==> src/design/spm_pkg.sv <==
// power manager package: register map, field positions, reset values, timing
// assumes a 200 MHz clock and a 32-bit avalon-mm register bus, 8-bit data
//
// Behaviour
// - direct powerdown register forces floppy, each uart, parallel port down.
// - floppy auto powerdown armed only while auto config bit 0 set.
// - floppy auto-down needs motors off, status 80h no interrupt, head unloaded, 10ms.
// - idle timer starts when auto powerdown enabled; down when all conditions hold.
// - clearing floppy auto enable cancels timer and keeps floppy awake.
// - rate register powerdown overrides auto powerdown; auto resumes after wake.
// - wake by bus reset or software reset bit runs normal reset sequence.
// - motor-enable write, main status read, data access wake floppy; output read doesn't.
// - output or rate writes wake only when setting motor or reset bits.
// - after wake the 10ms idle timer restarts; down again when conditions hold.
// - non-waking accesses keep unit down; reads true, writes retained.
// - bus pins stay fully functional during floppy auto powerdown.
// - floppy down tri-states motor, select, write data, gate; others stay active.
// - uart auto powerdown enabled by auto config bits 4 and 5.
// - uart transmitter down when buffer and shifter empty; wakes on buffer write.
// - uart receiver down only when receive fifo empty and awaiting start bit.
// - uart receiver wakes as soon as serial input changes.
// - ring indicator change stays reported while uart powered down.
// - parallel port auto powerdown enabled by auto config bit 3.
// - epp logic down if epp unconfigured, or ecp mode without ecr epp.
// - ecp logic down if ecp unconfigured, or ecr selects spp, ps2 or epp.
// - parallel port powerdown re-evaluated on any mode field change.

package spm_pkg;

  // ------------------------------------------------------------------
  // register indices (byte address is four times the index)
  // ------------------------------------------------------------------
  localparam logic [3:0] IDX_STATUS_A   = 4'h0;
  localparam logic [3:0] IDX_STATUS_B   = 4'h1;
  localparam logic [3:0] IDX_DRV_OUT    = 4'h2;
  localparam logic [3:0] IDX_RATE_MAIN  = 4'h4;  // rate select on write, main status on read
  localparam logic [3:0] IDX_DATA       = 4'h5;
  localparam logic [3:0] IDX_DIN_RATE   = 4'h7;  // drive input on read, rate control on write
  localparam logic [3:0] IDX_DIRECT_PD  = 4'h8;
  localparam logic [3:0] IDX_AUTO_PD    = 4'h9;
  localparam logic [3:0] IDX_PD_STATUS  = 4'ha;
  localparam logic [3:0] IDX_PPORT_MODE = 4'hb;

  // ------------------------------------------------------------------
  // field positions
  // ------------------------------------------------------------------
  localparam int PD_FDC_BIT    = 0;  // same layout in direct and auto config
  localparam int PD_PPORT_BIT  = 3;
  localparam int PD_UART0_BIT  = 4;
  localparam int DOR_DSEL_BIT  = 0;
  localparam int DOR_RSTN_BIT  = 2;
  localparam int DOR_MOTOR_LSB = 4;
  localparam int DSR_PD_BIT    = 6;
  localparam int DSR_RST_BIT   = 7;
  localparam int PPM_EPP_BIT   = 0;
  localparam int PPM_ECP_BIT   = 1;
  localparam int PPM_ECR_LSB   = 2;

  // ------------------------------------------------------------------
  // values, encodings and reset values
  // ------------------------------------------------------------------
  localparam logic [7:0] MSR_IDLE = 8'h80;
  localparam logic [2:0] ECR_SPP  = 3'h0;
  localparam logic [2:0] ECR_PS2  = 3'h1;
  localparam logic [2:0] ECR_EPP  = 3'h4;
  localparam logic [7:0] DOR_RST  = 8'h04;
  localparam logic [7:0] CFG_RST  = 8'h00;

  // ------------------------------------------------------------------
  // timing
  // ------------------------------------------------------------------
  localparam int IDLE_TIME_MS = 10;
  localparam int CLK_HZ       = 200000000;
  localparam int IDLE_CYC     = IDLE_TIME_MS * (CLK_HZ / 1000);
  localparam int TMR_W        = 22;

  // floppy drive outputs that are tri-stated in powerdown
  typedef struct packed {
    logic motor_on_n;
    logic drive_select_n;
    logic write_data_n;
    logic write_gate_n;
  } spm_fdd_drv_t;

endpackage

==> src/design/spm_power_manager.sv <==
// power manager for floppy, two uarts and parallel port, with register slave
// assumes synchronous inputs on clk and floppy / uart cores beside it
//
// Design decision made here: register access over Avalon-MM.
`timescale 1ns/10ps

module spm_power_manager #(
  parameter int IDLE_CYCLES = spm_pkg::IDLE_CYC  // 10 ms idle timer length
) (
  input  wire  logic                 clk,                 // 200 MHz clock
  input  wire  logic                 rst,                 // sync reset, active high
  input  wire  logic [5:0]           avs_address,         // byte address
  input  wire  logic                 avs_read,            // read request
  input  wire  logic                 avs_write,           // write request
  input  wire  logic [31:0]          avs_writedata,       // write data, low byte used
  input  wire  logic [3:0]           avs_byteenable,      // lane 0 gates writes
  output       logic [31:0]          avs_readdata,        // read data
  output       logic                 avs_waitrequest,     // stall request
  input  wire  logic                 bus_reset_n,         // bus reset pin
  input  wire  logic [7:0]           fdc_main_status,     // live main status
  input  wire  logic                 fdc_int,             // floppy interrupt
  input  wire  logic                 fdc_head_unloaded,   // head unload timer expired
  input  wire  logic [7:0]           fdc_rd_data,         // data register read value
  input  wire  logic [7:0]           fdc_status_a,        // live status a
  input  wire  logic [7:0]           fdc_status_b,        // live status b
  input  wire  logic                 disk_change_n,       // drive input pin
  output       logic                 fdc_data_rd,         // data register read pulse
  output       logic                 fdc_data_wr,         // data register write pulse
  output       logic [7:0]           fdc_wdata,           // data register write value
  output       logic                 fdc_reset_req,       // reset sequence pulse
  output       logic [7:0]           fdc_rate_ctrl,       // last rate write
  output       logic                 fdc_powered_down,    // floppy unit down
  input  wire  logic                 core_write_data_n,   // core write data
  input  wire  logic                 core_write_gate_n,   // core write gate
  input  wire  logic                 core_step_dir_n,     // core step direction
  input  wire  logic                 core_step_n,         // core step pulse
  input  wire  logic                 core_head_sel_n,     // core head select
  input  wire  logic [1:0]           core_density,        // core density select
  output       spm_pkg::spm_fdd_drv_t fdd_o,              // drive outputs
  output       spm_pkg::spm_fdd_drv_t fdd_oe,             // drive output enables
  output       logic                 step_direction_n,    // step direction pin
  output       logic                 step_pulse_n,        // step pulse pin
  output       logic                 head_select_n,       // head select pin
  output       logic [1:0]           density_select,      // density pins
  input  wire  logic [1:0]           uart_tx_write,       // transmit buffer write
  input  wire  logic [1:0]           uart_thr_empty,      // holding buffer empty
  input  wire  logic [1:0]           uart_tsr_empty,      // shift register empty
  input  wire  logic [1:0]           uart_rx_fifo_empty,  // receive fifo empty
  input  wire  logic [1:0]           uart_rx_idle,        // awaiting start bit
  input  wire  logic [1:0]           uart_serial_input,   // serial receive pins
  input  wire  logic [1:0]           ring_indicator_input,// ring indicator pins
  output       logic [1:0]           uart_tx_pd,          // transmitter down
  output       logic [1:0]           uart_rx_pd,          // receiver down
  output       logic [1:0]           uart_ring_change,    // ring change pulse
  output       logic                 pport_epp_pd,        // epp logic down
  output       logic                 pport_ecp_pd         // ecp logic down
);
  import spm_pkg::*;

  // ------------------------------------------------------------------
  // avalon slave: one wait state, answer on the second cycle
  // ------------------------------------------------------------------
  logic       ack_r;
  logic [7:0] rdata_r;
  logic [7:0] rdata_nxt;
  wire        req      = avs_read | avs_write;
  wire  [3:0] idx      = avs_address[5:2];
  wire        wr_fire  = avs_write & ack_r & avs_byteenable[0];
  wire        rd_fire  = avs_read & ack_r;
  wire  [7:0] wd       = avs_writedata[7:0];

  // bus side never gated by powerdown, so waking accesses are always seen
  assign avs_waitrequest = req & ~ack_r;
  assign avs_readdata    = {24'h000000, rdata_r};

  function automatic logic hit(input logic [3:0] a, input logic [3:0] r);
    return a == r;
  endfunction

  // ------------------------------------------------------------------
  // configuration and floppy registers
  // ------------------------------------------------------------------
  logic [7:0] dor_r;
  logic [7:0] dpd_r;
  logic [7:0] apd_r;
  logic [7:0] ppm_r;
  logic       dsr_pd_r;
  logic       fdc_auto_pd_r;
  logic [TMR_W-1:0] tmr_r;
  logic       apd_fdc_q_r;

  wire wr_dor  = wr_fire & hit(idx, IDX_DRV_OUT);
  wire wr_dsr  = wr_fire & hit(idx, IDX_RATE_MAIN);
  wire wr_ccr  = wr_fire & hit(idx, IDX_DIN_RATE);
  wire rd_msr  = rd_fire & hit(idx, IDX_RATE_MAIN);
  wire acc_dat = (rd_fire | wr_fire) & hit(idx, IDX_DATA);

  // waking events; plain output or rate writes do not count
  wire wake_motor = wr_dor & (wd[DOR_MOTOR_LSB+:4] != 4'h0);
  wire sw_rst     = (wr_dor & ~wd[DOR_RSTN_BIT]) | (wr_dsr & wd[DSR_RST_BIT]);
  wire hw_rst     = ~bus_reset_n;
  wire rst_wake   = sw_rst | hw_rst;
  wire acc_wake   = wake_motor | rd_msr | acc_dat;
  wire fdc_wake   = rst_wake | acc_wake;

  wire apd_fdc    = apd_r[PD_FDC_BIT];
  wire tmr_done   = tmr_r >= TMR_W'(IDLE_CYCLES);
  wire fdc_idle   = (dor_r[DOR_MOTOR_LSB+:4] == 4'h0) & (fdc_main_status == MSR_IDLE)
                    & ~fdc_int & fdc_head_unloaded;
  wire fdc_enter  = apd_fdc & fdc_idle & tmr_done & ~fdc_wake;
  wire fdc_pd     = dpd_r[PD_FDC_BIT] | dsr_pd_r | fdc_auto_pd_r;

  // register writes are kept while the unit is down
  always_ff @(posedge clk) begin
    if (rst) begin
      dor_r         <= DOR_RST;
      dpd_r         <= CFG_RST;
      apd_r         <= CFG_RST;
      ppm_r         <= CFG_RST;
      fdc_rate_ctrl <= CFG_RST;
    end else begin
      if (wr_dor) dor_r <= wd;
      if (wr_fire && hit(idx, IDX_DIRECT_PD)) dpd_r <= wd;
      if (wr_fire && hit(idx, IDX_AUTO_PD)) apd_r <= wd;
      if (wr_fire && hit(idx, IDX_PPORT_MODE)) ppm_r <= wd;
      if (wr_dsr || wr_ccr) fdc_rate_ctrl <= wd;
    end
  end

  // rate-register powerdown: set by its bit, left on any wake event
  // a powerdown write wins over a wake in the same cycle, so the request is not lost
  always_ff @(posedge clk) begin
    if (rst) begin
      dsr_pd_r <= 1'b0;
    end else if (wr_dsr && wd[DSR_PD_BIT]) begin
      dsr_pd_r <= 1'b1;
    end else if (fdc_wake) begin
      dsr_pd_r <= 1'b0;
    end
  end

  // idle timer: cleared while disabled, restarted on enable and on every wake
  // saturates at its limit so a long idle spell cannot wrap it
  always_ff @(posedge clk) begin
    if (rst) begin
      tmr_r       <= '0;
      apd_fdc_q_r <= 1'b0;
    end else begin
      apd_fdc_q_r <= apd_fdc;
      if (!apd_fdc) begin
        tmr_r <= '0;
      end else if (!apd_fdc_q_r || fdc_wake) begin
        tmr_r <= '0;
      end else if (!tmr_done) begin
        tmr_r <= tmr_r + TMR_W'(1);
      end
    end
  end

  // auto powerdown state of the floppy unit
  always_ff @(posedge clk) begin
    if (rst) begin
      fdc_auto_pd_r <= 1'b0;
    end else if (!apd_fdc || fdc_wake) begin
      fdc_auto_pd_r <= 1'b0;
    end else if (fdc_enter) begin
      fdc_auto_pd_r <= 1'b1;
    end
  end

  // ------------------------------------------------------------------
  // read mux: every register reads its live value, even while down
  // ------------------------------------------------------------------
  wire [7:0] pd_status = {2'b00, uart_tx_pd[1] & uart_rx_pd[1], uart_tx_pd[0] & uart_rx_pd[0],
                          pport_ecp_pd, pport_epp_pd, dsr_pd_r, fdc_pd};

  always_comb begin
    unique case (idx)
      IDX_STATUS_A:   rdata_nxt = fdc_status_a;
      IDX_STATUS_B:   rdata_nxt = fdc_status_b;
      IDX_DRV_OUT:    rdata_nxt = dor_r;
      IDX_RATE_MAIN:  rdata_nxt = fdc_main_status;
      IDX_DATA:       rdata_nxt = fdc_rd_data;
      IDX_DIN_RATE:   rdata_nxt = {~disk_change_n, 7'h00};
      IDX_DIRECT_PD:  rdata_nxt = dpd_r;
      IDX_AUTO_PD:    rdata_nxt = apd_r;
      IDX_PD_STATUS:  rdata_nxt = pd_status;
      IDX_PPORT_MODE: rdata_nxt = ppm_r;
      default:        rdata_nxt = 8'h00;              // unmapped reads zero
    endcase
  end

  // bus handshake and strobes to the floppy core
  always_ff @(posedge clk) begin
    if (rst) begin
      ack_r         <= 1'b0;
      rdata_r       <= 8'h00;
      fdc_data_rd   <= 1'b0;
      fdc_data_wr   <= 1'b0;
      fdc_wdata     <= 8'h00;
      fdc_reset_req <= 1'b0;
    end else begin
      ack_r         <= req & ~ack_r;
      if (req && !ack_r) rdata_r <= avs_read ? rdata_nxt : 8'h00;
      fdc_data_rd   <= rd_fire & hit(idx, IDX_DATA);
      fdc_data_wr   <= wr_fire & hit(idx, IDX_DATA);
      if (wr_fire && hit(idx, IDX_DATA)) fdc_wdata <= wd;
      fdc_reset_req <= rst_wake;
    end
  end

  // ------------------------------------------------------------------
  // floppy drive pins: motor, select, write data and gate float while down; step, head and density stay driven
  // ------------------------------------------------------------------
  always_ff @(posedge clk) begin
    if (rst) begin
      fdd_o            <= '1;
      fdd_oe           <= '0;
      step_direction_n <= 1'b1;
      step_pulse_n     <= 1'b1;
      head_select_n    <= 1'b1;
      density_select   <= 2'b00;
      fdc_powered_down <= 1'b0;
    end else begin
      fdd_o.motor_on_n     <= ~(dor_r[DOR_MOTOR_LSB] | dor_r[DOR_MOTOR_LSB+1]);
      fdd_o.drive_select_n <= dor_r[DOR_DSEL_BIT];
      fdd_o.write_data_n   <= core_write_data_n;
      fdd_o.write_gate_n   <= core_write_gate_n;
      fdd_oe               <= fdc_pd ? '0 : '1;
      step_direction_n     <= core_step_dir_n;
      step_pulse_n         <= core_step_n;
      head_select_n        <= core_head_sel_n;
      density_select       <= core_density;
      fdc_powered_down     <= fdc_pd;
    end
  end

  // ------------------------------------------------------------------
  // uarts: transmitter and receiver auto powerdown, ring watch
  // ------------------------------------------------------------------
  logic [1:0] tx_apd_r;
  logic [1:0] rx_apd_r;
  logic [1:0] sin_q_r;
  logic [1:0] ri_q_r;
  wire  [1:0] sin_chg = uart_serial_input ^ sin_q_r;

  genvar u;
  generate
    for (u = 0; u < 2; u++) begin : g_uart
      wire en = apd_r[PD_UART0_BIT+u];
      // a buffer write in the same cycle as entry wins, so no byte is stranded
      always_ff @(posedge clk) begin
        if (rst) begin
          tx_apd_r[u] <= 1'b0;
          rx_apd_r[u] <= 1'b0;
        end else begin
          if (!en || uart_tx_write[u]) begin
            tx_apd_r[u] <= 1'b0;
          end else if (uart_thr_empty[u] && uart_tsr_empty[u]) begin
            tx_apd_r[u] <= 1'b1;
          end
          if (!en || sin_chg[u]) begin
            rx_apd_r[u] <= 1'b0;
          end else if (uart_rx_fifo_empty[u] && uart_rx_idle[u]) begin
            rx_apd_r[u] <= 1'b1;
          end
        end
      end
      assign uart_tx_pd[u] = dpd_r[PD_UART0_BIT+u] | tx_apd_r[u];
      assign uart_rx_pd[u] = dpd_r[PD_UART0_BIT+u] | rx_apd_r[u];
    end
  endgenerate

  // ring change detection is kept outside the powerdown gating
  always_ff @(posedge clk) begin
    if (rst) begin
      sin_q_r          <= 2'b11;
      ri_q_r           <= 2'b00;
      uart_ring_change <= 2'b00;
    end else begin
      sin_q_r          <= uart_serial_input;
      ri_q_r           <= ring_indicator_input;
      uart_ring_change <= ring_indicator_input ^ ri_q_r;
    end
  end

  // ------------------------------------------------------------------
  // parallel port: evaluated every cycle, so mode changes reach the registered powerdown outputs one clock later
  // ------------------------------------------------------------------
  wire       pp_en   = apd_r[PD_PPORT_BIT];
  wire       cfg_epp = ppm_r[PPM_EPP_BIT];
  wire       cfg_ecp = ppm_r[PPM_ECP_BIT];
  wire [2:0] ecr     = ppm_r[PPM_ECR_LSB+:3];
  wire       epp_off = ~cfg_epp | (cfg_ecp & (ecr != ECR_EPP));
  wire       ecp_off = ~cfg_ecp | (ecr == ECR_SPP) | (ecr == ECR_PS2)
                       | (ecr == ECR_EPP);

  always_ff @(posedge clk) begin
    if (rst) begin
      pport_epp_pd <= 1'b0;
      pport_ecp_pd <= 1'b0;
    end else begin
      pport_epp_pd <= dpd_r[PD_PPORT_BIT] | (pp_en & epp_off);
      pport_ecp_pd <= dpd_r[PD_PPORT_BIT] | (pp_en & ecp_off);
    end
  end
endmodule

==> config.mk <==
export PLATFORM = sky130hd
export DESIGN_NAME = spm_power_manager
export DESIGN_NICKNAME = d
export VERILOG_FILES = /design/src/design/spm_pkg.sv /design/src/design/spm_power_manager.sv
export SDC_FILE = /design/constraint.sdc
export NUM_CORES = 1
export LEC_CHECK = 0
export ABC_AREA = 1
export BUFFER_PORTS_ARGS = -buffer_cell sky130_fd_sc_hd__buf_2
export CAP_MARGIN = 5
export CELL_PAD_IN_SITES_DETAIL_PLACEMENT = 0
export CELL_PAD_IN_SITES_GLOBAL_PLACEMENT = 2
export CORE_MARGIN = 1
export CORE_UTILIZATION = 25
export CTS_BUF_LIST = sky130_fd_sc_hd__clkbuf_4
export CTS_CLUSTER_DIAMETER = 80
export DETAILED_ROUTE_END_ITERATION = 10
export PLACE_DENSITY_LB_ADDON = 0.1
export SLEW_MARGIN = 20
export SYNTH_ARGS = -nofsm -noshare
export SYNTH_HDL_FRONTEND = slang
export SYNTH_SLANG_ARGS = --single-unit
export TNS_END_PERCENT = 20
==> constraint.sdc <==
create_clock -name clk -period 1.51 [get_ports clk]
set_input_delay 0.2265 -clock clk [delete_from_list [all_inputs] [get_ports clk]]
set_output_delay 0.2265 -clock clk [all_outputs]
set_load 0.005 [all_outputs]
==> flow_summary_export.csv, run 1 <==
group,metric,value,unit
route,ant_nets,0,
synthesis,yosysUniqueCellTypes,32,
global_routing,grt_usage,17.3,%
route,wl_per_cell,14.8,microns
timing,fmax,0.688,GHz
setup_path,worstSetupEndpointType,"register",
timing,setup_violations,0,
pwr,power_density,701,nW/um^2
placed_design,dp_worst_setup_slack,-0.125,ns
run,maxCapViolations,0,
clock_tree,cts_tree,"done",
finish,finish.net_count,1090,
route,viasPerCell,4.36,
synthesis,ys_ff_latch,108,
clock_tree,clock-sinks,108,
timing,rsz0062_at_grt,"true",
clock_tree,clkLatencyLatePin,0.50,ns
pwr,p_leak,3.20,nW
timing,finalHoldViolCount,0,
clock_tree,clk_pin_slew,0.18,ns
setup_path,cp_max_fo,5,
route,dr.pass1.iters,5,
pwr,peakVddDrop,449,uV
route,routed_wl,18.7,mm
outcome,status,"finished, final reports clean",
timing,post-route-period-util,96.3,%
finish,area.growth.synth_to_final,37.7,%
placed_design,place_inst,1220,
setup_path,regToRegSetupSlack,0.07,ns
finish,stdcell_count,1261,
clock_tree,cts-root-buf,"clkbuf_4",
synthesis,ys_warn_count,0,
placed_design,numPortBuffers,123,
floorplan,die_h,148,microns
synthesis,synth_area_leaders,"dfxtp_1, nand2_1, nor2_1",
finish,final_cell_mix,"nand2_1, nor2_1, buf_2, dfxtp_1, buf_4",
timing,worst_slack,0.0566,ns
finish,drive_above_1_share,32.0,%
setup_path,cp-start-kind,"input port",
placed_design,gp_congestion,0.795,
floorplan,start_util,25.9,%
clock_tree,htree_levels,3,
global_routing,antenna_found_initial,3,
finish,multiInputGateArea,2790,sq um
floorplan,die_w,148,microns
finish,final_common_cell,"nand2_1",
synthesis,syn_area,5310,sq um
route,drcViolationCount,0,
timing,final_max_slew_viol_count,0,
clock_tree,clockBufferDepth,2,
global_routing,grt_pass1_wl,28.7,mm
synthesis,avgSynthCellArea,6.88,sq um
timing,hold_slack,0.0361,ns
placed_design,dp_hpwl,14.6,mm
finish,fillCellCount,2228,
floorplan,die-area,21800,sq um
synthesis,syn_inst,771,
setup_path,crit_type,"in2reg",
global_routing,grt_max_degree,48,
synthesis,synth_top_area_cell,"dfxtp_1",
global_routing,first_global_vias,5321,
setup_path,arrival,1.89,ns
global_routing,grt_overflow,0,
timing,clock_skew,0.0304,ns
route,drt_iter0_drc,340,
route,vias,5497,
setup_path,cp.required,1.94,ns
floorplan,pin_count,177,
finish,regArea,2190,sq um
floorplan,num_rows,52,
synthesis,yosysSeqAreaShare,40.7,%
clock_tree,cts_made_buffers,9,
min_path,hold_class,"in2reg",
timing,timing.final.crit_period,1.45,ns
floorplan,core-area,20500,sq um
synthesis,synth_top_area_share,40.7,%
==> repair_timing <==
| action | in CTS | in global routing |
|---|---|---|
| endpoints found under the setup margin | 8 | 40 |
| pin swaps | 0 | 5 |
| gates resized for setup | 8 | 51 |
| cloned | 0 | 1 |
| hold buffers | 19 | 1 |
| buffers inserted | 2 | 1 |
| endpoints found under the hold margin | 19 | 1 |
==> sequential cells by signal, indices dropped and copies added (netlist names), 2 cells and up <==
name,cells
rdata_r,8
ppm_r,8
apd_r,8
tx_apd_r,2
uart_ring_change,2
sin_q_r,2
density_select,2
ri_q_r,2
rx_apd_r,2
fdc_rate_ctrl,8
fdd_o,4
tmr_r,22
dor_r,8
fdc_wdata,8
dpd_r,8
==> routing by layer <==
layer / wire [microns] / track usage [%] / part of all wire, % / vias up
met5: 13 / 0 / 0.070 / -
met4: 315 / 5.10 / 1.7 / 2
met3: 974 / 3.89 / 5.2 / 20
met2: 8790 / 29.0 / 47 / 142
met1: 8560 / 22.2 / 46 / 2494
li1: - / - / - / 2839
==> cells in the mapped netlist <==
| library cell | count |
|---|---|
| nand2_4 | 1 |
| nor3_1 | 7 |
| nand2_2 | 3 |
| nand2_1 | 173 |
| or2_2 | 11 |
| o21ai_0 | 53 |
| inv_2 | 7 |
| nand4_1 | 2 |
| nand3_2 | 1 |
| a31oi_1 | 1 |
| nor2_4 | 2 |
| inv_1 | 54 |
| nor2_1 | 136 |
| o21ai_2 | 1 |
| nor2_2 | 8 |
| conb_1 | 1 |
| and3_1 | 2 |
| nand3b_1 | 1 |
| buf_1 | 1 |
| nand3_1 | 67 |
| ha_1 | 2 |
| xor2_1 | 11 |
| a21oi_2 | 17 |
| clkinv_1 | 1 |
| nand4_4 | 1 |
| a21oi_1 | 48 |
| clkbuf_1 | 9 |
| buf_2 | 6 |
| buf_6 | 2 |
| dfxtp_1 | 108 |
| xnor2_1 | 6 |
| buf_4 | 28 |
==> logic make-up after synthesis <==
| logic type | Yosys count | synth area share [%] |
|---|---|---|
| AO/OA/AOI/OAI | 120 | 12.6 |
| XOR/XNOR | 17 | 2.81 |
| adder cells (fa/ha/maj) | 2 | 0.471 |
| buffers and inverters | 108 | 10.0 |
| flip-flops | 108 | 40.7 |
| other | 1 | 0.0707 |
| AND/OR/NAND/NOR | 415 | 33.3 |
==> final cells by class <==
cell class | instances | share of cell area (%)
multi-input combinational | 578 | 38.2
sequential | 108 | 30.0
timing repair buffer | 226 | 21.8
tap | 270 | 4.62
inverter | 62 | 3.27
clock inverter | 7 | 1.11
clock buffer | 9 | 0.924
antenna | 1 | 0.0342
==> worst max-delay path, stage by stage <==
cell	delay, ns
dlygate4sd3_1	0.53
buf_2	0.15
inv_1	0.07
nand3_1	0.09
nor2_2	0.19
nor2_4	0.07
nor2_4	0.11
nand4_4	0.15
clkbuf_16	0.21
a21oi_2	0.09
==> where the power goes <==
| group | total (mW) | internal [mW] | switching (mW) |
|---|---|---|---|
| sequential | 2.90 | 2.89 | 0.0145 |
| combinational | 0.587 | 0.270 | 0.317 |
| clock | 1.63 | 0.530 | 1.10 |
==> per-stage QoR <==
step / power (mW) / util (%) / area [sq um] / setup TNS, ns
floorplan: 3.23 / - / 5390 / 0
global placement: 3.50 / 32.9 / 6750 / -0.501
detailed placement: 3.50 / 32.9 / 6750 / -0.597
CTS: 5.23 / 34.8 / 7130 / -0.104
global route: 5.37 / 35.7 / 7310 / -0.0835
finish: 5.12 / 35.7 / 7310 / 0
==> final timing paths <==
kind | startpoint | to | cells after the start
worst max-delay path | avs_writedata[6] | tmr_r[19] | 10
worst min-delay path | uart_tsr_empty[1] | tx_apd_r[1] | 3
worst max register to register | tmr_r[1] | tmr_r[16] | 8
worst min register to register | tmr_r[21] | tmr_r[21] | 2
Power figures use the tool's default switching activity.
==> inputs of run 2 (changes only) <==
Settings changed: SETUP_SLACK_MARGIN from default to 0.2.
==> run 2 against run 1 <==
Effect of this change:
- core utilization up 0.41 points
- fmax down 3.5%
- flip-flop and latch count unchanged
- non-clock buffer count up 7
- clock power down 13%
- sequential share of layout area down 0.36 points
- highest routed layer is now met4
==> flow_summary_export.csv, run 2 (synthesis gave the netlist of run 1 again) <==
group,metric,value,unit
outcome,status,"finished, final reports clean",
finish,area.growth.synth_to_final,39.3,%
placed_design,place_inst,1228,
run,maxCapViolations,0,
pwr,p_switching,1.41,mW
global_routing,grt_usage,18.5,%
timing,final_max_slew_viol_count,0,
setup_path,worstSetupEndpointType,"register",
min_path,hold_class,"in2reg",
clock_tree,clkLatencyLatePin,0.49,ns
finish,fillCellCount,2278,
global_routing,antenna_found_initial,1,
floorplan,pin_count,177,
pwr,power_frac_comb,12.4,%
timing,fmax,0.664,GHz
finish,multiInputGateArea,2890,sq um
route,viasPerCell,4.44,
timing,setup_violations,0,
setup_path,r2r_end,"tmr_r[2]",
floorplan,start_util,25.9,%
clock_tree,cts_tree,"done",
setup_path,regToRegSetupSlack,0.003,ns
global_routing,first_global_vias,5996,
route,ant_nets,0,
finish,drive_above_1_share,34.1,%
clock_tree,clk_pin_slew,0.17,ns
pwr,power_density,667,nW/um^2
pwr,peakVddDrop,430,uV
timing,rsz0062_at_grt,"true",
clock_tree,cts_made_buffers,9,
clock_tree,clock-sinks,108,
global_routing,grt_pass1_wl,30.8,mm
finish,regArea,2190,sq um
setup_path,crit_type,"reg2reg",
min_path,hold_path_depth,3,
timing,finalHoldViolCount,0,
route,drt_iter0_drc,177,
route,dr.pass1.iters,5,
route,wl_per_cell,15.4,microns
floorplan,num_rows,52,
pwr,netSwitchingFraction,28.6,%
finish,final_core_util,36.1,%
clock_tree,clockBufferDepth,2,
min_path,hp-start,"avs_read",
setup_path,cp-start-kind,"register",
pwr,p_int,3.52,mW
setup_path,ff2ff_path_depth,9,
timing,fin_tns_setup,0,ns
timing,timing.final.crit_period,1.51,ns
clock_tree,htree_levels,3,
pwr,pwr-share-seq,58.9,%
setup_path,cp.required,1.94,ns
timing,clock_skew,0.0180,ns
clock_tree,cts-root-buf,"clkbuf_4",
setup_path,r2r-start,"ack_r",
finish,final_cell_mix,"nand2_1, nor2_1, buf_2, dfxtp_1, buf_4",
pwr,p_leak,3.24,nW
setup_path,cp_max_fo,5,
clock_tree,cts_hold_buffers,18,
timing,post-route-period-util,99.8,%
finish,largest_reg_flops,22,
placed_design,dp_hpwl,15.5,mm
pwr,clkPwrFrac,28.7,%
placed_design,gp_congestion,0.867,
timing,maxSlewHeadroom,65.5,%
floorplan,core-area,20500,sq um
route,routed_wl,19.5,mm
finish,regMostFlops,"tmr_r",
finish,final_common_cell,"nand2_1",
placed_design,numPortBuffers,123,
finish,stdcell_count,1268,
finish,finish.net_count,1097,
timing,tightest_slew,0.516,ns
route,drcViolationCount,0,
floorplan,die_h,148,microns
min_path,min_to,"fdc_data_rd",
global_routing,grt_max_degree,30,
floorplan,die_w,148,microns
floorplan,die-area,21800,sq um
global_routing,grt_overflow,0,
route,vias,5626,
setup_path,arrival,1.94,ns
[run 2: cell count changes in the layout (fill, tap and decap cells not counted), sizes merged]
cell,delta
buf,+10
bufinv,-1
clkbuf,-1
clkinv,+5
clkinvlp,-2
dlygate4sd3,-2
inv,-2
[run 2: final cells by class]
| type | count | share of cell area, % |
|---|---|---|
| diodes | 1 | 0.0339 |
| clock buffers | 9 | 0.914 |
| clock inverters | 7 | 0.694 |
| inverters | 62 | 3.44 |
| multi-input cells | 578 | 39.1 |
| flip-flops and latches | 108 | 29.6 |
| well taps | 270 | 4.57 |
| repair buffers | 233 | 21.6 |
[run 2: what timing repair did]
item | in CTS | in global routing
gates resized for setup | 56 | 47
setup endpoints to repair | 57 | 85
endpoints found under the hold margin | 18 | 1
setup buffers | 5 | 0
pin swaps | 12 | 12
[run 2: how the worst max path moves through the flow]
stage                  endpoint  cells past startpoint  slack (ns)      startpoint
2_1_floorplan         tmr_r[15]                      8        0.14           ack_r
6_report               tmr_r[2]                      9       0.003           ack_r
4_1_cts                tmr_r[2]                     10       0.005           ack_r
5_1_grt                tmr_r[2]                      9       -0.10           ack_r
3_3_place_gp   fdc_rate_ctrl[6]                      8       -0.15  avs_address[5]
3_5_place_dp   fdc_rate_ctrl[7]                      8       -0.15  avs_address[5]
[run 2: layer usage]
layer	vias to the layer above	share of wire, %	GRT usage (%)
li1	2853	-	-
met1	2643	42	21.2
met2	108	52	34.0
met3	22	3.2	3.36
met4	0	2.4	6.91
met5	-	0	0
[run 2: power by group through the flow]
stage          Sequential (mW)  Combinational [mW]  Clock, mW
2_1_floorplan             2.97               0.263          0
3_3_place_gp              2.97               0.536          0
3_5_place_dp              2.97               0.538          0
4_1_cts                   2.90               0.598       1.51
5_1_grt                   2.91               0.671       1.63
6_report                  2.90               0.611       1.42
[run 2: stage by stage]
step                      total power, mW  instance area, sq um  hold slack, ns  worst slack (ns)
after CTS                            5.01                  7280         -0.0140           0.00466
after global placement               3.50                  6800           0.392            -0.150
final                                4.93                  7390          0.0175           0.00323
after global routing                 5.21                  7390         -0.0229            -0.102
after floorplan                      3.23                  5440           0.306             0.137
after detailed placement             3.50                  6800           0.396            -0.150
[run 2: critical path: stages (launching register included)]
cell,delay (ns)
dfxtp_2,0.36
nand2_2,0.07
nor2_4,0.05
buf_12,0.13
nand3_1,0.08
nand2_1,0.12
nor2_4,0.17
nand4_4,0.17
buf_4,0.21
a21oi_2,0.09
